<file path="config.mk">
export PLATFORM = sky130hd
export DESIGN_NAME = tcu_core
export DESIGN_NICKNAME = d
export VERILOG_FILES = /design/src/design/tcu_pkg.sv /design/src/design/tcu_prescaler.sv /design/src/design/tcu_core.sv
export SDC_FILE = /design/constraint.sdc
export NUM_CORES = 1
export LEC_CHECK = 0
export ABC_CLOCK_PERIOD_IN_PS = 15000
export BUFFER_PORTS_ARGS = -buffer_cell sky130_fd_sc_hd__buf_2
export CAP_MARGIN = 10
export CORE_MARGIN = 5
export CORE_UTILIZATION = 55
export DETAILED_ROUTE_END_ITERATION = 10
export PLACE_DENSITY_LB_ADDON = 0.12
export SYNTH_ARGS = -nofsm -noshare
export SYNTH_HDL_FRONTEND = slang
export SYNTH_SLANG_ARGS = --single-unit
</file>
<file path="constraint.sdc">
create_clock -name sys_clk -period 15 [get_ports sys_clk]
set_input_delay 0.75 -clock sys_clk [delete_from_list [all_inputs] [get_ports sys_clk]]
set_output_delay 0.75 -clock sys_clk [all_outputs]
set_load 0.02 [all_outputs]
</file>
<file path="src/design/tcu_pkg.sv">
// Package with register map, field layouts, reset values and modes of the timer/counter unit
package tcu_pkg;

  // ==========================================================================
  // Register map
  // ==========================================================================
  localparam logic [7:0] ADDR_CTRL = 8'h00;
  localparam logic [7:0] ADDR_STATUS = 8'h04;
  localparam logic [7:0] ADDR_COUNT = 8'h08;
  localparam logic [7:0] ADDR_PERIOD = 8'h0c;
  localparam logic [7:0] ADDR_CC0 = 8'h10;
  localparam logic [7:0] ADDR_CC1 = 8'h14;
  localparam logic [7:0] ADDR_INTFLAG = 8'h18;
  localparam logic [7:0] ADDR_INTMASK = 8'h1c;

  // ==========================================================================
  // Control register fields
  // ==========================================================================
  localparam int CTRL_ENABLE = 0;
  localparam int CTRL_MODE_LSB = 1;
  localparam int CTRL_WAVE_LSB = 3;
  localparam int CTRL_DOWN = 5;
  localparam int CTRL_EVCOUNT = 6;
  localparam int CTRL_PRESC_LSB = 7;
  localparam int CTRL_CAPEN_LSB = 10;
  localparam int CTRL_CAPEV = 12;
  localparam int CTRL_CAPEDGE_LSB = 13;
  localparam logic [31:0] CTRL_RESET = 32'h0000_0000;

  // Counter width modes
  localparam logic [1:0] MODE_16 = 2'h0;
  localparam logic [1:0] MODE_8 = 2'h1;
  localparam logic [1:0] MODE_32 = 2'h2;

  // Waveform select field
  localparam logic [1:0] WAVE_NORMAL_FREQ = 2'h0;
  localparam logic [1:0] WAVE_MATCH_FREQ = 2'h1;
  localparam logic [1:0] WAVE_NORMAL_PWM = 2'h2;
  localparam logic [1:0] WAVE_MATCH_PWM = 2'h3;

  // Capture edge select
  localparam logic [1:0] EDGE_RISE = 2'h0;
  localparam logic [1:0] EDGE_FALL = 2'h1;
  localparam logic [1:0] EDGE_BOTH = 2'h2;

  // Interrupt flag bits
  localparam int IRQ_OVF = 0;
  localparam int IRQ_MC0 = 1;
  localparam int IRQ_MC1 = 2;
  localparam int IRQ_W = 3;

  localparam logic [7:0] PERIOD_RESET = 8'hff;
  localparam logic [31:0] MAX8 = 32'h0000_00ff;
  localparam logic [31:0] MAX16 = 32'h0000_ffff;
  localparam logic [31:0] MAX32 = 32'hffff_ffff;

  // Prescaler divider width
  localparam int PRESC_W = 10;

endpackage

</file>
<file path="src/design/tcu_prescaler.sv">
// Prescaler producing one-cycle count ticks from the generic timer clock enable
`timescale 1ns/1ps
module tcu_prescaler (
  // Clock and reset
  input wire logic sys_clk,
  input wire logic rst,
  // Control
  input wire logic run,
  input wire logic [2:0] sel,
  input wire logic clk_tick,
  // Output
  output logic tick
);

  logic [tcu_pkg::PRESC_W-1:0] div_q;
  logic [tcu_pkg::PRESC_W-1:0] div_d;
  logic [tcu_pkg::PRESC_W-1:0] lim;
  logic wrap;

  // ==========================================================================
  // Divide by 1, 2, 4, 8, 16, 64, 256 or 1024
  // ==========================================================================
  assign lim = (sel == 3'h0) ? 10'h000 :
               (sel == 3'h1) ? 10'h001 :
               (sel == 3'h2) ? 10'h003 :
               (sel == 3'h3) ? 10'h007 :
               (sel == 3'h4) ? 10'h00f :
               (sel == 3'h5) ? 10'h03f :
               (sel == 3'h6) ? 10'h0ff : 10'h3ff;
  assign wrap = (div_q >= lim);
  assign div_d = !run ? '0 : !clk_tick ? div_q : wrap ? '0 : div_q + 10'h001;
  assign tick = run && clk_tick && wrap;

  always_ff @(posedge sys_clk or posedge rst) begin
    if (rst) begin
      div_q <= '0;
    end else begin
      div_q <= div_d;
    end
  end

endmodule

</file>
<file path="src/design/tcu_core.sv">
// Timer/counter unit with counter, period, compare/capture channels and waveforms
`timescale 1ns/1ps
module tcu_core (
  // Clock and reset
  input wire logic sys_clk,
  input wire logic rst,
  // Register port
  input wire logic [7:0] reg_addr,
  input wire logic [31:0] reg_wdata,
  input wire logic reg_wr,
  input wire logic reg_rd,
  output logic [31:0] reg_rdata,
  // Clock, event and capture pin inputs
  input wire logic generic_timer_clock,
  input wire logic evt_in,
  input wire logic [1:0] cap_pin,
  // Event and DMA outputs
  output logic evt_ovf,
  output logic [1:0] evt_mc,
  output logic dma_req,
  // Waveform outputs
  output logic [1:0] wave_out,
  // Interrupt
  output logic irq
);

  // ==========================================================================
  // Registers and wires
  // ==========================================================================
  logic [31:0] ctrl_q;
  logic [31:0] count_q;
  logic [31:0] count_d;
  logic [7:0] period_value_q;
  logic [31:0] cc_q [2];
  logic [3:0] flag_q;
  logic [3:0] flag_d;
  logic [3:0] mask_q;
  logic [1:0] wave_q;
  logic evt_ovf_q;
  logic [1:0] evt_mc_q;
  logic dma_req_q;
  logic [31:0] rdata_q;
  logic [31:0] rdata_d;
  logic gclk_s1_q;
  logic gclk_s2_q;
  logic gclk_s3_q;
  logic evt_s1_q;
  logic evt_s2_q;
  logic evt_s3_q;
  logic [1:0] pin_s1_q;
  logic [1:0] pin_s2_q;
  logic [1:0] pin_s3_q;

  wire enable = ctrl_q[tcu_pkg::CTRL_ENABLE];
  wire [1:0] mode = ctrl_q[tcu_pkg::CTRL_MODE_LSB +: 2];
  wire [1:0] waveform_select_field = ctrl_q[tcu_pkg::CTRL_WAVE_LSB +: 2];
  wire down = ctrl_q[tcu_pkg::CTRL_DOWN];
  wire ev_count = ctrl_q[tcu_pkg::CTRL_EVCOUNT];
  wire [2:0] presc_sel = ctrl_q[tcu_pkg::CTRL_PRESC_LSB +: 3];
  wire [1:0] cap_en = ctrl_q[tcu_pkg::CTRL_CAPEN_LSB +: 2];
  wire cap_from_event = ctrl_q[tcu_pkg::CTRL_CAPEV];
  wire [1:0] cap_edge = ctrl_q[tcu_pkg::CTRL_CAPEDGE_LSB +: 2];

  // ==========================================================================
  // Input synchronisers and edge detection
  // ==========================================================================
  always_ff @(posedge sys_clk or posedge rst) begin
    if (rst) begin
      gclk_s1_q <= 1'b0;
      gclk_s2_q <= 1'b0;
      gclk_s3_q <= 1'b0;
      evt_s1_q <= 1'b0;
      evt_s2_q <= 1'b0;
      evt_s3_q <= 1'b0;
      pin_s1_q <= 2'h0;
      pin_s2_q <= 2'h0;
      pin_s3_q <= 2'h0;
    end else begin
      gclk_s1_q <= generic_timer_clock;
      gclk_s2_q <= gclk_s1_q;
      gclk_s3_q <= gclk_s2_q;
      evt_s1_q <= evt_in;
      evt_s2_q <= evt_s1_q;
      evt_s3_q <= evt_s2_q;
      pin_s1_q <= cap_pin;
      pin_s2_q <= pin_s1_q;
      pin_s3_q <= pin_s2_q;
    end
  end

  wire gclk_rise = gclk_s2_q && !gclk_s3_q;
  wire evt_rise = evt_s2_q && !evt_s3_q;
  wire [1:0] pin_rise = pin_s2_q & ~pin_s3_q;
  wire [1:0] pin_fall = ~pin_s2_q & pin_s3_q;

  // ==========================================================================
  // Count source
  // ==========================================================================
  logic presc_tick;

  tcu_prescaler u_presc (
    .sys_clk(sys_clk),
    .rst(rst),
    .run(enable && !ev_count),
    .sel(presc_sel),
    .clk_tick(gclk_rise),
    .tick(presc_tick)
  );

  wire step = enable && (ev_count ? evt_rise : presc_tick);

  // ==========================================================================
  // Width, limits and next count
  // ==========================================================================
  function automatic logic [31:0] width_max(input logic [1:0] m);
    if (m == tcu_pkg::MODE_8) begin
      width_max = tcu_pkg::MAX8;
    end else if (m == tcu_pkg::MODE_32) begin
      width_max = tcu_pkg::MAX32;
    end else begin
      width_max = tcu_pkg::MAX16;
    end
  endfunction

  function automatic logic [31:0] trim(input logic [31:0] v, input logic [1:0] m);
    trim = v & width_max(m);
  endfunction

  wire [31:0] max_val = width_max(mode);
  wire cc0_is_top = (waveform_select_field == tcu_pkg::WAVE_MATCH_FREQ) ||
                    (waveform_select_field == tcu_pkg::WAVE_MATCH_PWM);
  wire [31:0] cc0_val = trim(cc_q[0], mode);
  wire [31:0] cc1_val = trim(cc_q[1], mode);
  wire [31:0] top_val = cc0_is_top ? cc0_val :
                        (mode == tcu_pkg::MODE_8) ? {24'h0, period_value_q} :
                        max_val;
  wire at_top = (count_q == top_val);
  wire at_zero = (count_q == 32'h0);
  wire limit_hit = step && (down ? at_zero : at_top);

  wire [31:0] count_up = at_top ? 32'h0 : trim(count_q + 32'h1, mode);
  wire [31:0] count_down = at_zero ? top_val : trim(count_q - 32'h1, mode);

  assign count_d = !step ? count_q : down ? count_down : count_up;

  // ==========================================================================
  // Compare and capture
  // ==========================================================================
  wire [1:0] match;
  wire [1:0] cap_trig;
  wire [1:0] pin_edge;

  assign match[0] = !cap_en[0] && step && (count_d == cc0_val);
  assign match[1] = !cap_en[1] && step && (count_d == cc1_val);

  genvar gi;
  generate
    for (gi = 0; gi < 2; gi++) begin : g_cap
      assign pin_edge[gi] = (cap_edge == tcu_pkg::EDGE_RISE) ? pin_rise[gi] :
                            (cap_edge == tcu_pkg::EDGE_FALL) ? pin_fall[gi] :
                            (cap_edge == tcu_pkg::EDGE_BOTH) ? (pin_rise[gi] | pin_fall[gi]) : 1'b0;
      assign cap_trig[gi] = enable && cap_en[gi] && (cap_from_event ? evt_rise : pin_edge[gi]);
    end
  endgenerate

  // ==========================================================================
  // Register decode
  // ==========================================================================
  // Address hits shared by the write strobes and the read mux
  wire hit_ctrl = (reg_addr == tcu_pkg::ADDR_CTRL);
  wire hit_status = (reg_addr == tcu_pkg::ADDR_STATUS);
  wire hit_count = (reg_addr == tcu_pkg::ADDR_COUNT);
  wire hit_period = (reg_addr == tcu_pkg::ADDR_PERIOD);
  wire hit_cc0 = (reg_addr == tcu_pkg::ADDR_CC0);
  wire hit_cc1 = (reg_addr == tcu_pkg::ADDR_CC1);
  wire hit_flag = (reg_addr == tcu_pkg::ADDR_INTFLAG);
  wire hit_mask = (reg_addr == tcu_pkg::ADDR_INTMASK);

  wire wr_ctrl = reg_wr && hit_ctrl;
  wire wr_count = reg_wr && hit_count;
  wire wr_period = reg_wr && hit_period;
  wire wr_cc0 = reg_wr && hit_cc0;
  wire wr_cc1 = reg_wr && hit_cc1;
  wire wr_flag = reg_wr && hit_flag;
  wire wr_mask = reg_wr && hit_mask;

  wire [31:0] status_word = {28'h0, wave_q, enable, down};

  assign rdata_d = !reg_rd ? 32'h0 :
                   hit_ctrl ? ctrl_q :
                   hit_status ? status_word :
                   hit_count ? count_q :
                   hit_period ? {24'h0, period_value_q} :
                   hit_cc0 ? cc_q[0] :
                   hit_cc1 ? cc_q[1] :
                   hit_flag ? {28'h0, flag_q} :
                   hit_mask ? {28'h0, mask_q} : 32'h0;

  // Hardware set wins over a write-one clear in the same cycle
  wire [3:0] flag_set;
  assign flag_set[tcu_pkg::IRQ_OVF] = limit_hit;
  assign flag_set[tcu_pkg::IRQ_MC0] = match[0];
  assign flag_set[tcu_pkg::IRQ_MC1] = match[1];
  assign flag_set[tcu_pkg::IRQ_W] = 1'b0;
  assign flag_d = (flag_q & ~(wr_flag ? reg_wdata[3:0] : 4'h0)) | flag_set;

  // ==========================================================================
  // Event, DMA and interrupt sources
  // ==========================================================================
  wire ovf_pulse_d = limit_hit;
  wire [1:0] mc_pulse_d = match | cap_trig;
  wire dma_pulse_d = limit_hit | (|match);
  wire irq_level = |(flag_q & mask_q);

  // ==========================================================================
  // Waveform generation
  // ==========================================================================
  wire is_pwm = (waveform_select_field == tcu_pkg::WAVE_NORMAL_PWM) ||
                (waveform_select_field == tcu_pkg::WAVE_MATCH_PWM);
  logic [1:0] wave_d;

  always_comb begin
    wave_d = wave_q;
    if (!enable) begin
      wave_d = 2'h0;
    end else if (is_pwm) begin
      // Output high from the limit until the channel compare match; channel zero held low in match PWM
      wave_d[0] = (waveform_select_field == tcu_pkg::WAVE_MATCH_PWM) ? 1'b0 :
                  (down ? (count_d > cc0_val) : (count_d < cc0_val));
      wave_d[1] = down ? (count_d > cc1_val) : (count_d < cc1_val);
    end else begin
      // Frequency modes toggle on each channel match, channel zero on the limit in match frequency
      wave_d[0] = wave_q[0] ^ (cc0_is_top ? limit_hit : match[0]);
      wave_d[1] = wave_q[1] ^ match[1];
    end
  end

  // ==========================================================================
  // Registers
  // ==========================================================================
  always_ff @(posedge sys_clk or posedge rst) begin
    if (rst) begin
      ctrl_q <= tcu_pkg::CTRL_RESET;
    end else if (wr_ctrl) begin
      ctrl_q <= reg_wdata;
    end
  end

  always_ff @(posedge sys_clk or posedge rst) begin
    if (rst) begin
      period_value_q <= tcu_pkg::PERIOD_RESET;
    end else if (wr_period) begin
      period_value_q <= reg_wdata[7:0];
    end
  end

  always_ff @(posedge sys_clk or posedge rst) begin
    if (rst) begin
      mask_q <= 4'h0;
    end else if (wr_mask) begin
      mask_q <= reg_wdata[3:0];
    end
  end

  always_ff @(posedge sys_clk or posedge rst) begin
    if (rst) begin
      flag_q <= 4'h0;
    end else begin
      flag_q <= flag_d;
    end
  end

  always_ff @(posedge sys_clk or posedge rst) begin
    if (rst) begin
      count_q <= 32'h0;
    end else if (wr_count) begin
      count_q <= trim(reg_wdata, mode);
    end else begin
      count_q <= count_d;
    end
  end

  always_ff @(posedge sys_clk or posedge rst) begin
    if (rst) begin
      cc_q[0] <= 32'h0;
      cc_q[1] <= 32'h0;
    end else begin
      if (cap_trig[0]) begin
        cc_q[0] <= count_q;
      end else if (wr_cc0) begin
        cc_q[0] <= trim(reg_wdata, mode);
      end
      if (cap_trig[1]) begin
        cc_q[1] <= count_q;
      end else if (wr_cc1) begin
        cc_q[1] <= trim(reg_wdata, mode);
      end
    end
  end

  always_ff @(posedge sys_clk or posedge rst) begin
    if (rst) begin
      wave_q <= 2'h0;
      rdata_q <= 32'h0;
    end else begin
      wave_q <= wave_d;
      rdata_q <= rdata_d;
    end
  end

  always_ff @(posedge sys_clk or posedge rst) begin
    if (rst) begin
      evt_ovf_q <= 1'b0;
      evt_mc_q <= 2'h0;
      dma_req_q <= 1'b0;
    end else begin
      evt_ovf_q <= ovf_pulse_d;
      evt_mc_q <= mc_pulse_d;
      dma_req_q <= dma_pulse_d;
    end
  end

  // ==========================================================================
  // Outputs
  // ==========================================================================
  assign reg_rdata = rdata_q;
  assign evt_ovf = evt_ovf_q;
  assign evt_mc = evt_mc_q;
  assign dma_req = dma_req_q;
  assign wave_out = wave_q;
  assign irq = irq_level;

endmodule

</file>
# --- Word level (Yosys, flattened, before mapping) ---
# Cells that the tools add are included.
op_classes:
  add_sub_neg: 3
  n_lt_le_gt_ge: 5
  n_eq_ne: 24
  n_mux: 54
  bitwise_logic: 21
  n_reduce_logical: 37
op_table:
  columns: ["op", "count"]
  rows:
  - ["32-bit 2-to-1 mux", 25]
  - ["32-bit bitwise AND", 7]
  - ["10-bit 2-to-1 mux", 10]
  - ["32-bit == test", 3]
  - ["32-bit greater-than comparator", 2]
  - ["32-bit < comparator", 2]
  - ["32-bit by 1-bit adder with 32-bit output, second input constant", 1]
  - ["8-bit by 5-bit == test with 1-bit output, second input constant", 4]
  - ["32-bit zero test", 1]
  - ["32-bit by 1-bit subtractor with 32-bit output, second input constant", 1]
  - ["1-bit logical AND", 22]
  - ["8-bit by 4-bit == test with 1-bit output, second input constant", 2]
  - ["1-bit 2-to-1 mux", 14]
  - ["4-bit 2-to-1 mux", 3]
  - ["10-bit by 1-bit adder with 10-bit output, second input constant", 1]
  - ["10-bit >= comparator", 1]
  - ["3-bit == test, second input constant", 3]
  - ["4-bit bitwise AND", 2]
  - ["2-bit == test, second input constant", 4]
  - ["8-bit by 3-bit == test with 1-bit output, second input constant", 1]
  - ["8-bit zero test", 1]
  - ["2-bit by 1-bit == test with 1-bit output, second input constant", 3]
  - ["3-bit by 2-bit == test with 1-bit output, second input constant", 2]
  - ["1-bit zero test", 5]
  - ["16 further kinds", 24]
word_totals:
  register_bits: 204
  in_bits: 48
  output_inout_bits: 39

# --- Depth between registers and ports, before layout ---
# Gate-level depths: netlist of the first run.
depth:
  ltp_word: 19
  mapped_depth: 22
  ltp_nobuf: 19

# --- Hierarchy ---
# From an unflattened synthesis of the first run, not the netlist that was laid out.
hier_totals:
  cells_unflattened: 1750
  area_unflattened_um2: 14687.8
by_module_without_submodules:
  columns: ["mod", "instances", "cells_each", "area_each_um2"]
  rows:
  - ["tcu_core", 1, 1643, 13767.0]
  - ["tcu_prescaler", 1, 107, 920.9]

# --- Worst setup path before layout of the first run ---
# OpenSTA, ideal clock, no wires.
synth_path:
  path_type: "reg-to-reg"
  startpoint: "register count_q[12]"
  endpoint: "register wave_q[1], in the netlist wave_out[1]"
  arrival_ns: 5.009
  path_slack_ns: 9.865
  stages_incl_launch_ff: 20
  path_buffers: 3
  period_less_slack_ns: 5.135
  path_cell_list: "dfrtp_1 buf_2 or4_1 clkbuf_2 or4_1 buf_2 nor4_4 nand2_1 o22ai_1 nor2_1 or3b_1 ha_1 a21o_1 a21o_1 a21o_1 a21o_1 a221o_1 a221oi_1 a2111oi_0 a311o_1"
synth_between:
  elab_chain_len: 10
  word_cells_on_any_way: 18
synth_lines:
  columns: ["item", "line", "source"]
  rows:
  - ["start, declared", "tcu_core.sv:31", "logic [31:0] count_q;"]
  - ["start signal, assigned", "tcu_core.sv:277", "count_q <= trim(reg_wdata, mode);"]
  - ["start signal, assigned", "tcu_core.sv:279", "count_q <= count_d;"]
  - ["32-bit by 1-bit adder with 32-bit output or 32-bit by 1-bit subtractor with 32-bit output (tied branches)", "tcu_core.sv:141, tcu_core.sv:142", null]
  - ["32-bit bitwise AND", "tcu_core.sv:126", "trim = v & width_max(m);"]
  - ["32-bit 2-to-1 mux (on tied branches)", "tcu_core.sv:141, tcu_core.sv:142", null]
  - ["32-bit 2-to-1 mux", "tcu_core.sv:144", "assign count_d = !step ? count_q : down ? count_down : count_up;"]
  - ["32-bit 2-to-1 mux *", "tcu_core.sv:144", null]
  - ["branches (longest 3 deep; another with 32-bit < comparator)", null, null]
  - ["2-bit 2-to-1 mux *", "tcu_core.sv:226", "end else if (is_pwm) begin"]
  - ["2-bit 2-to-1 mux *", "tcu_core.sv:224", "if (!enable) begin"]
  - ["via wave_d[1]", "tcu_core.sv:220", "logic [1:0] wave_d;"]
  - ["end signal, assigned", "tcu_core.sv:306", "wave_q <= wave_d;"]
  - ["end, declared", "tcu_core.sv:38", "logic [1:0] wave_q;"]
# Mark *: on every way through the listed nets, which the timed path passes.
# A chain may end at the register's enable or synchronous reset.

# --- Worst setup path in the final report of the first run ---
layout_path:
  startpoint: "register ctrl_q[2]"
  endpoint: "register wave_q[1], in the netlist wave_out[1]"
layout_between:
  elab_chain_len: 14
  word_cells_on_any_way: 23
layout_lines:
  columns: ["item", "line", "source"]
  rows:
  - ["start, declared", "tcu_core.sv:30", "logic [31:0] ctrl_q;"]
  - ["start signal, assigned", "tcu_core.sv:243", "ctrl_q <= tcu_pkg::CTRL_RESET;"]
  - ["start signal, assigned", "tcu_core.sv:245", "ctrl_q <= reg_wdata;"]
  - ["branches (longest 12 deep; another with 32-bit < comparator)", null, null]
  - ["2-bit 2-to-1 mux *", "tcu_core.sv:226", null]
  - ["2-bit 2-to-1 mux *", "tcu_core.sv:224", null]
  - ["via wave_d[1]", "tcu_core.sv:220", null]
# Marks and branches as above.

==> results of run 1 <==
## per-layer routing
metal,share of wire,vias up,GRT usage
met5,0,-,0
met2,0.45,674,0.510
met4,0.037,0,0.120
li1,-,6614,-
met1,0.42,6974,0.462
met3,0.093,127,0.0733
## layout by cell type (no fill, tap or decap), types with 29 or more instances in the layout
| cell type | count |
|---|---|
| nor2_1 | 192 |
| mux2_2 | 76 |
| nand4_1 | 33 |
| nand3_1 | 46 |
| nor2b_1 | 41 |
| a21oi_1 | 171 |
| nor3_1 | 44 |
| o21ai_0 | 93 |
| dfrtp_1 | 195 |
| a21o_1 | 29 |
| ha_1 | 81 |
| nand2_1 | 200 |
| buf_2 | 86 |
| inv_1 | 43 |
## cells by family (layout without fill, tap and decap cells)
| group | Yosys count | in the layout |
|---|---|---|
| compound gates | 502 | 502 |
| xor+xnor | 27 | 27 |
| fa+ha+maj | 81 | 81 |
| buf+inv | 190 | 199 |
| flops | 204 | 204 |
| mux | 99 | 99 |
| simple gates | 706 | 706 |
## power groups by stage
| stage | clock [mW] | sequential [mW] | combinational, mW |
|---|---|---|---|
| after floorplan | 0 | 0.620 | 0.269 |
| after global placement | 0 | 0.676 | 0.328 |
| after detailed placement | 0 | 0.677 | 0.332 |
| after CTS | 0.603 | 0.667 | 0.334 |
| after global routing | 0.632 | 0.677 | 0.375 |
| final | 0.594 | 0.671 | 0.339 |
## through the flow
| step | instance area, um2 | worst slack (ps) |
|---|---|---|
| after floorplan | 14900 | 8700 |
| after global placement | 15500 | 8180 |
| after detailed placement | 15500 | 7960 |
| after CTS | 16300 | 7930 |
| after global routing | 16300 | 7370 |
| final | 16300 | 7820 |
## worst min-delay path by stage
stage,end,startpoint,slack (ps),cells after the start
3_3_place_gp,gclk_s2_q,gclk_s1_q,330,0
4_1_cts,gclk_s1_q,generic_timer_clock,300,1
6_report,u_presc.div_q[0],rst,300,2
3_5_place_dp,evt_s2_q,evt_s1_q,330,0
5_1_grt,gclk_s1_q,generic_timer_clock,300,1
2_1_floorplan,evt_s2_q,evt_s1_q,330,0
## flip-flops by register name (all words and copies together) (netlist names), 2 cells and up
signal          cells
cc_q               64
count_q            32
ctrl_q             32
evt_mc              2
flag_q              4
mask_q              4
period_value_q      8
pin_s1_q            2
pin_s2_q            2
pin_s3_q            2
reg_rdata          32
u_presc.div_q      10
wave_out            2
## cell type report
cell class                 count  area [um2]  area share
multi-input combinational   1415        9150       0.562
sequential                   204        5120       0.314
clock buffer                  35         692      0.0425
timing repair buffer         114         641      0.0393
tap                          341         427      0.0262
inverter                      44         173      0.0106
clock inverter                 6        97.6     0.00599
==> run summary, run 1 <==
R2R setup slack -> 7820 ps
chip height -> 175 um
post-synthesis adder-cell area fraction -> 0.0679
XOR/XNOR Fraction of Synth Area -> 0.0158
cell count after synthesis -> 1809
Min Hold Slack -> 299 ps
# DRC -> 0
post-synthesis cell type count -> 80
initial antenna violation count -> 0
DRT Wirelength -> 51.5 mm
register area share after synthesis -> 0.343
non-filler cells, final -> 2159
part of the power in registers -> 0.418
number of I/O pins -> 87
RSZ-0062 raised after global routing -> false
fillers -> 2447
Crit. End Element -> register
syn_nets -> 1938
CTS tree -> built
Pwr Total -> 1.60 mW
CP required -> 15430 ps
cell breakdown of the critical path -> nor2b_4, buf_4, nand2_1, o211a_1, or4_1, nor4_2, nand2_1, a32oi_1, or3b_1, ha_1, a21o_1, a21o_1, a21o_1, a21o_1, a221o_1, a221oi_1, a2111oi_0, a311o_1
worst slew pin tran -> 1060 ps
RR Endpoint -> wave_out[1]
Simple-Gate Fraction of Synth Area -> 0.233
diode count -> 0
largest family of logic cells by synthesized area -> simple AND/OR/NAND/NOR gates
Worst path most repeated cell -> a21o_1
GRT Util Overall -> 0.331
clock share of power -> 0.370
vias per cell -> 6.66
Overflow after GRT -> 0
Post-CTS Hold Buffers -> 0
final core utilization -> 0.606
HPWL after DPL -> 35.2 mm
IO Port Bufs -> 86
Rows -> 60
DRT Pass-1 Iters -> 8
placed cell count -> 2118
final worst path period share -> 0.479
clk_lat worst skew -> 550 ps
net load switching power -> 522 uW
Yosys top cell by area -> dfrtp_1
Fmax -> 0.139 GHz
fin. max-slew vios -> 0
CTS buffer count -> 24
top_reg_cell synth -> dfrtp_1
Worst-path clk slew -> 60 ps
core region area -> 26900 um2
peak per-stage delay on the critical path -> 920 ps
Final Hold Fails -> 0
PwrDens -> 98.4 nW/um2
GPL Wtd Cong -> 1.00
most frequent cells after synthesis -> 200 x nand2_1, 196 x dfrtp_1, 194 x nor2_1
end point of the critical path -> wave_out[1]
status -> finished clean
internal power -> 1.08 mW
peak fanout along the critical path -> 65
synthesis-stage register bit count -> 204
max-cap viol count -> 0
ratio of cells with drive above 1 in the final layout -> 0.144
most frequent cell after synthesis -> nand2_1
initial core utilization -> 0.555
Stages on worst setup path -> 18
CTS Buffer Depth -> 3
clock sink total -> 204
post-CTS setup buffer count -> 0
final net count -> 1932
CP bufs+invs -> 1
Chip Width -> 175 um
wire per inst -> 23.9 um
post-synthesis mux area share -> 0.0728
ys async rst share -> 1.00
Combinational Power Share -> 0.211
full die area -> 30500 um2
Max VDD drop -> 0.0000977 V
number of global-route vias before repair -> 13900
delay-heaviest family, CP -> simple AND/OR/NAND/NOR gates
reg2reg path depth -> 18
clk_skew -> 20.4 ps
DRT iter0 DRCs -> 1595
crit path time final -> 7180 ps
largest net degree at the start of global routing -> 95
DRT antenna net count -> 0
Slew headroom -> 0.286
critical path launch point -> ctrl_q[2]
setup TNS -> 0 ps
first-pass GRT wire length -> 80.7 mm
worst-path cell with the longest stage delay -> nor4_2
Post-synth EDFFs -> 0
Clock Root Buffer -> clkbuf_16
top post-synthesis cells by area -> dfrtp_1 33%, ha_1 6.8%, a21oi_1 5.8%
Hold/Removal Path Class -> in2async
Avg Synthesized Cell Area -> 8.25 um2
Synth Area in Compound Gates -> 0.218
top cell type's share of synthesized area -> 0.329
Synth Warn # -> 0
H-tree depth -> 1
Vias -> 14400
R2R Path Start -> ctrl_q[2]
sw frac -> 0.326
post-cts resize count -> 0
Leakage -> 7.02 nW
mapped cell area -> 14900 um2
Crit path arrival time -> 7610 ps
area grow syn2layout -> 9.16%
Startpoint Class -> register
Final Setup Violations -> 0
WS Path Type -> reg2reg
Power figures use the tool's default switching activity.
==> inputs of run 2 (changes only) <==
--- a/config.mk
+++ b/config.mk
@@ -5,7 +5,8 @@
 export SDC_FILE = /design/constraint.sdc
 export NUM_CORES = 1
 export LEC_CHECK = 0
-export ABC_CLOCK_PERIOD_IN_PS = 15000
+export ABC_AREA = 1
+export ABC_CLOCK_PERIOD_IN_PS = 6800
 export BUFFER_PORTS_ARGS = -buffer_cell sky130_fd_sc_hd__buf_2
 export CAP_MARGIN = 10
 export CORE_MARGIN = 5
==> constraint.sdc (replaced) <==
create_clock -name sys_clk -period 6.8 [get_ports sys_clk]
set_input_delay 0.34 -clock sys_clk [delete_from_list [all_inputs] [get_ports sys_clk]]
set_output_delay 0.34 -clock sys_clk [all_outputs]
set_load 0.02 [all_outputs]
==> run summary, run 2 <==
most frequent cells after synthesis -> 606 x nand2_1, 196 x dfrtp_1, 195 x inv_1
Largest Register -> cc_q
status -> complete, but fails checks
final worst path period share -> 0.827 (+0.348)
peak fanout along the critical path -> 40 (-38%)
worst-path cell with the longest stage delay -> nor4_1
Synth Warn # -> 0 (unchanged)
crit path time final -> 5620 ps (-1560 ps)
Fmax -> 0.178 GHz (+28%)
most frequent cell after synthesis -> nand2_1
top post-synthesis cells by area -> dfrtp_1 33%, nand2_1 15%, ha_1 6.8%
PwrDens -> 215 nW/um2 (+120%)
Leakage -> 8.14 nW (+16%)
fin. max-slew vios -> 0 (unchanged)
R2R Path Start -> ctrl_q[2]
initial antenna violation count -> 1 (+1)
area grow syn2layout -> 10.1%
GRT Util Overall -> 0.386 (+0.0544)
R2R setup slack -> 1180 ps (-6640 ps)
syn_nets -> 2301 (+19%)
core region area -> 26900 um2 (unchanged)
post-cts resize count -> 0 (unchanged)
H-tree depth -> 1 (unchanged)
Overflow after GRT -> 0 (unchanged)
Slew headroom -> 0.216 (-0.0707)
reg2reg path depth -> 25 (+7)
Post-CTS Hold Buffers -> 4 (+4)
ys async rst share -> 1.00 (unchanged)
failing checks -> hold timing
wire per inst -> 23.4 um (-1.9%)
CTS Buffer Depth -> 3 (unchanged)
critical path launch point -> ctrl_q[2]
number of global-route vias before repair -> 15700 (+13%)
number of I/O pins -> 87 (unchanged)
cell count after synthesis -> 2172 (+20%)
CTS buffer count -> 23 (-4.2%)
Post-Place Worst Slack -> 1360 ps (-6600 ps)
first-pass GRT wire length -> 92.3 mm (+14%)
DRT antenna net count -> 0 (unchanged)
final net count -> 2339 (+21%)
end point of the critical path -> wave_out[1]
Min Hold Slack -> -3.44 ps (-303 ps)
top_reg_cell synth -> dfrtp_1
vias per cell -> 6.41 (-3.9%)
dpl cell area -> 15600 um2 (+0.77%)
Rows -> 60 (unchanged)
Post-synth EDFFs -> 0 (unchanged)
clk_lat worst skew -> 540 ps (about the same)
commonest non-fill, non-tap cell in the layout -> nand2_1
CTS tree -> built
peak per-stage delay on the critical path -> 810 ps (-110 ps)
initial core utilization -> 0.556 (+0.000838)
RR Endpoint -> wave_out[1]
CP required -> 7230 ps (-8200 ps)
clk_skew -> 11.6 ps (-8.83 ps)
Clock Root Buffer -> clkbuf_16
synthesis-stage register bit count -> 204 (unchanged)
IO Port Bufs -> 86 (unchanged)
Design Area, Final -> 16500 um2 (+1.0%)
post-synthesis cell type count -> 54 (-33%)
largest net degree at the start of global routing -> 132 (+39%)
Startpoint Class -> register
Avg Synthesized Cell Area -> 6.88 um2 (-17%)
Chip Width -> 175 um (about the same)
DRT iter0 DRCs -> 2560 (+61%)
post-CTS setup buffer count -> 0 (unchanged)
chip height -> 175 um (about the same)
worst slew pin tran -> 1180 ps (+115 ps)
register area share after synthesis -> 0.342 (-0.000516)
full die area -> 30600 um2 (+0.14%)
Hold/Removal Path Class -> in2async
DRT Wirelength -> 60.2 mm (+17%)
worst setup margin -> 1180 ps (-6640 ps)
# DRC -> 0 (unchanged)
Final Hold Fails -> 1 (+1)
top cell type's share of synthesized area -> 0.328 (-0.000495)
GPL Wtd Cong -> 1.04 (+3.2%)
Crit. End Element -> register
max-cap viol count -> 0 (unchanged)
RSZ-0062 raised after global routing -> false
setup TNS -> 0 ps (unchanged)
Yosys top cell by area -> dfrtp_1
Final Setup Violations -> 0 (unchanged)
Max VDD drop -> 0.000198 V (+100%)
HPWL after DPL -> 43.9 mm (+25%)
clock sink total -> 204 (unchanged)
Vias -> 16500 (+14%)
max FFs per register -> 64 (unchanged)
mapped cell area -> 15000 um2 (+0.15%)
commonest cells after routing, fill and taps aside -> 603 x nand2_1, 196 x dfrtp_1, 193 x inv_1
Worst-path clk slew -> 60 ps (about the same)
diode count -> 0 (unchanged)
final core utilization -> 0.612 (+0.00605)
Worst path most repeated cell -> nand2_1
DRT Pass-1 Iters -> 6 (-2)
WS Path Type -> reg2reg
Crit path arrival time -> 6050 ps (-1560 ps)
ratio of cells with drive above 1 in the final layout -> 0.0912 (-0.0524)
run 2: changes by cell type in the layout (fill, tap and decap cells not counted), moves of 23 or more:
cell,before,now
nand3_1,46,156
nand2_1,200,603
mux2_2,76,2
a222oi_1,28,0
a21o_1,29,3
o21ai_0,93,179
o21ai_1,2,26
a21oi_1,171,113
o211ai_1,8,67
mux2i_1,23,0
inv_1,43,193
nor2b_1,41,0
run 2: layer usage:
metal  part of all wire  track usage  up-vias  wire (um)
li1                   -            -     7386          -
met1               0.41        0.556     7754      24900
met2               0.41        0.565     1145      24900
met3               0.13        0.107      167       8070
met4              0.037        0.121        2       2230
met5            0.00012            0        -          7
run 2: kinds of logic (layout without fill, tap and decap cells):
family                   count (synthesis)  in the layout  share of synthesized area
AND/OR/NAND/NOR                       1056           1056                      0.295
AO/OA/AOI/OAI                          474            474                      0.188
buffers and inverters                  318            373                     0.0830
flip-flops                             204            204                      0.342
adder cells (fa/ha/maj)                 81             81                     0.0678
XOR/XNOR                                37             37                     0.0217
multiplexers                             2              2                    0.00151
run 2: where the power goes:
group          switching [mW]  leakage, nW  total, mW  internal, mW
clock                   0.535        0.391       1.32         0.787
combinational           0.587         5.27      0.838         0.250
sequential             0.0985         2.48       1.38          1.28
total                    1.22         8.14       3.54          2.32
run 2: how the worst min path moves through the flow:
stage | cells after the start | from | endpoint | slack, ps
after floorplan | 0 | evt_s1_q | evt_s2_q | 330
after global placement | 0 | pin_s1_q[0] | pin_s2_q[0] | 330
after detailed placement | 0 | evt_s1_q | evt_s2_q | 340
after CTS | 2 | reg_wdata[3] | flag_q[3] | 20
after global routing | 2 | reg_wdata[3] | flag_q[3] | 50
final | 2 | rst | reg_rdata[25] | -3
run 2: area by class of cell:
class | count | area [um2]
repair buffers | 121 | 703
well taps | 341 | 427
clock inverters | 9 | 139
multi-input cells | 1650 | 8620
inverters | 210 | 797
fillers | 2522 | 10400
clock buffers | 33 | 653
flip-flops and latches | 204 | 5110
run 2: through the flow:
step                      cells  total power, mW
after global routing       2568             3.69
after detailed placement   2522             2.20
after global placement     2522             2.20
final                      2568             3.54
after floorplan            2172             1.91
after CTS                  2568             3.51
run 2: worst max-delay path, delay by kind of cell (launching register included):
family                   cells  cell delay, ps
flip-flops                   1             470
AND/OR/NAND/NOR             18            3740
buffers and inverters        3             330
adder cells (fa/ha/maj)      1             330
AO/OA/AOI/OAI                3             620
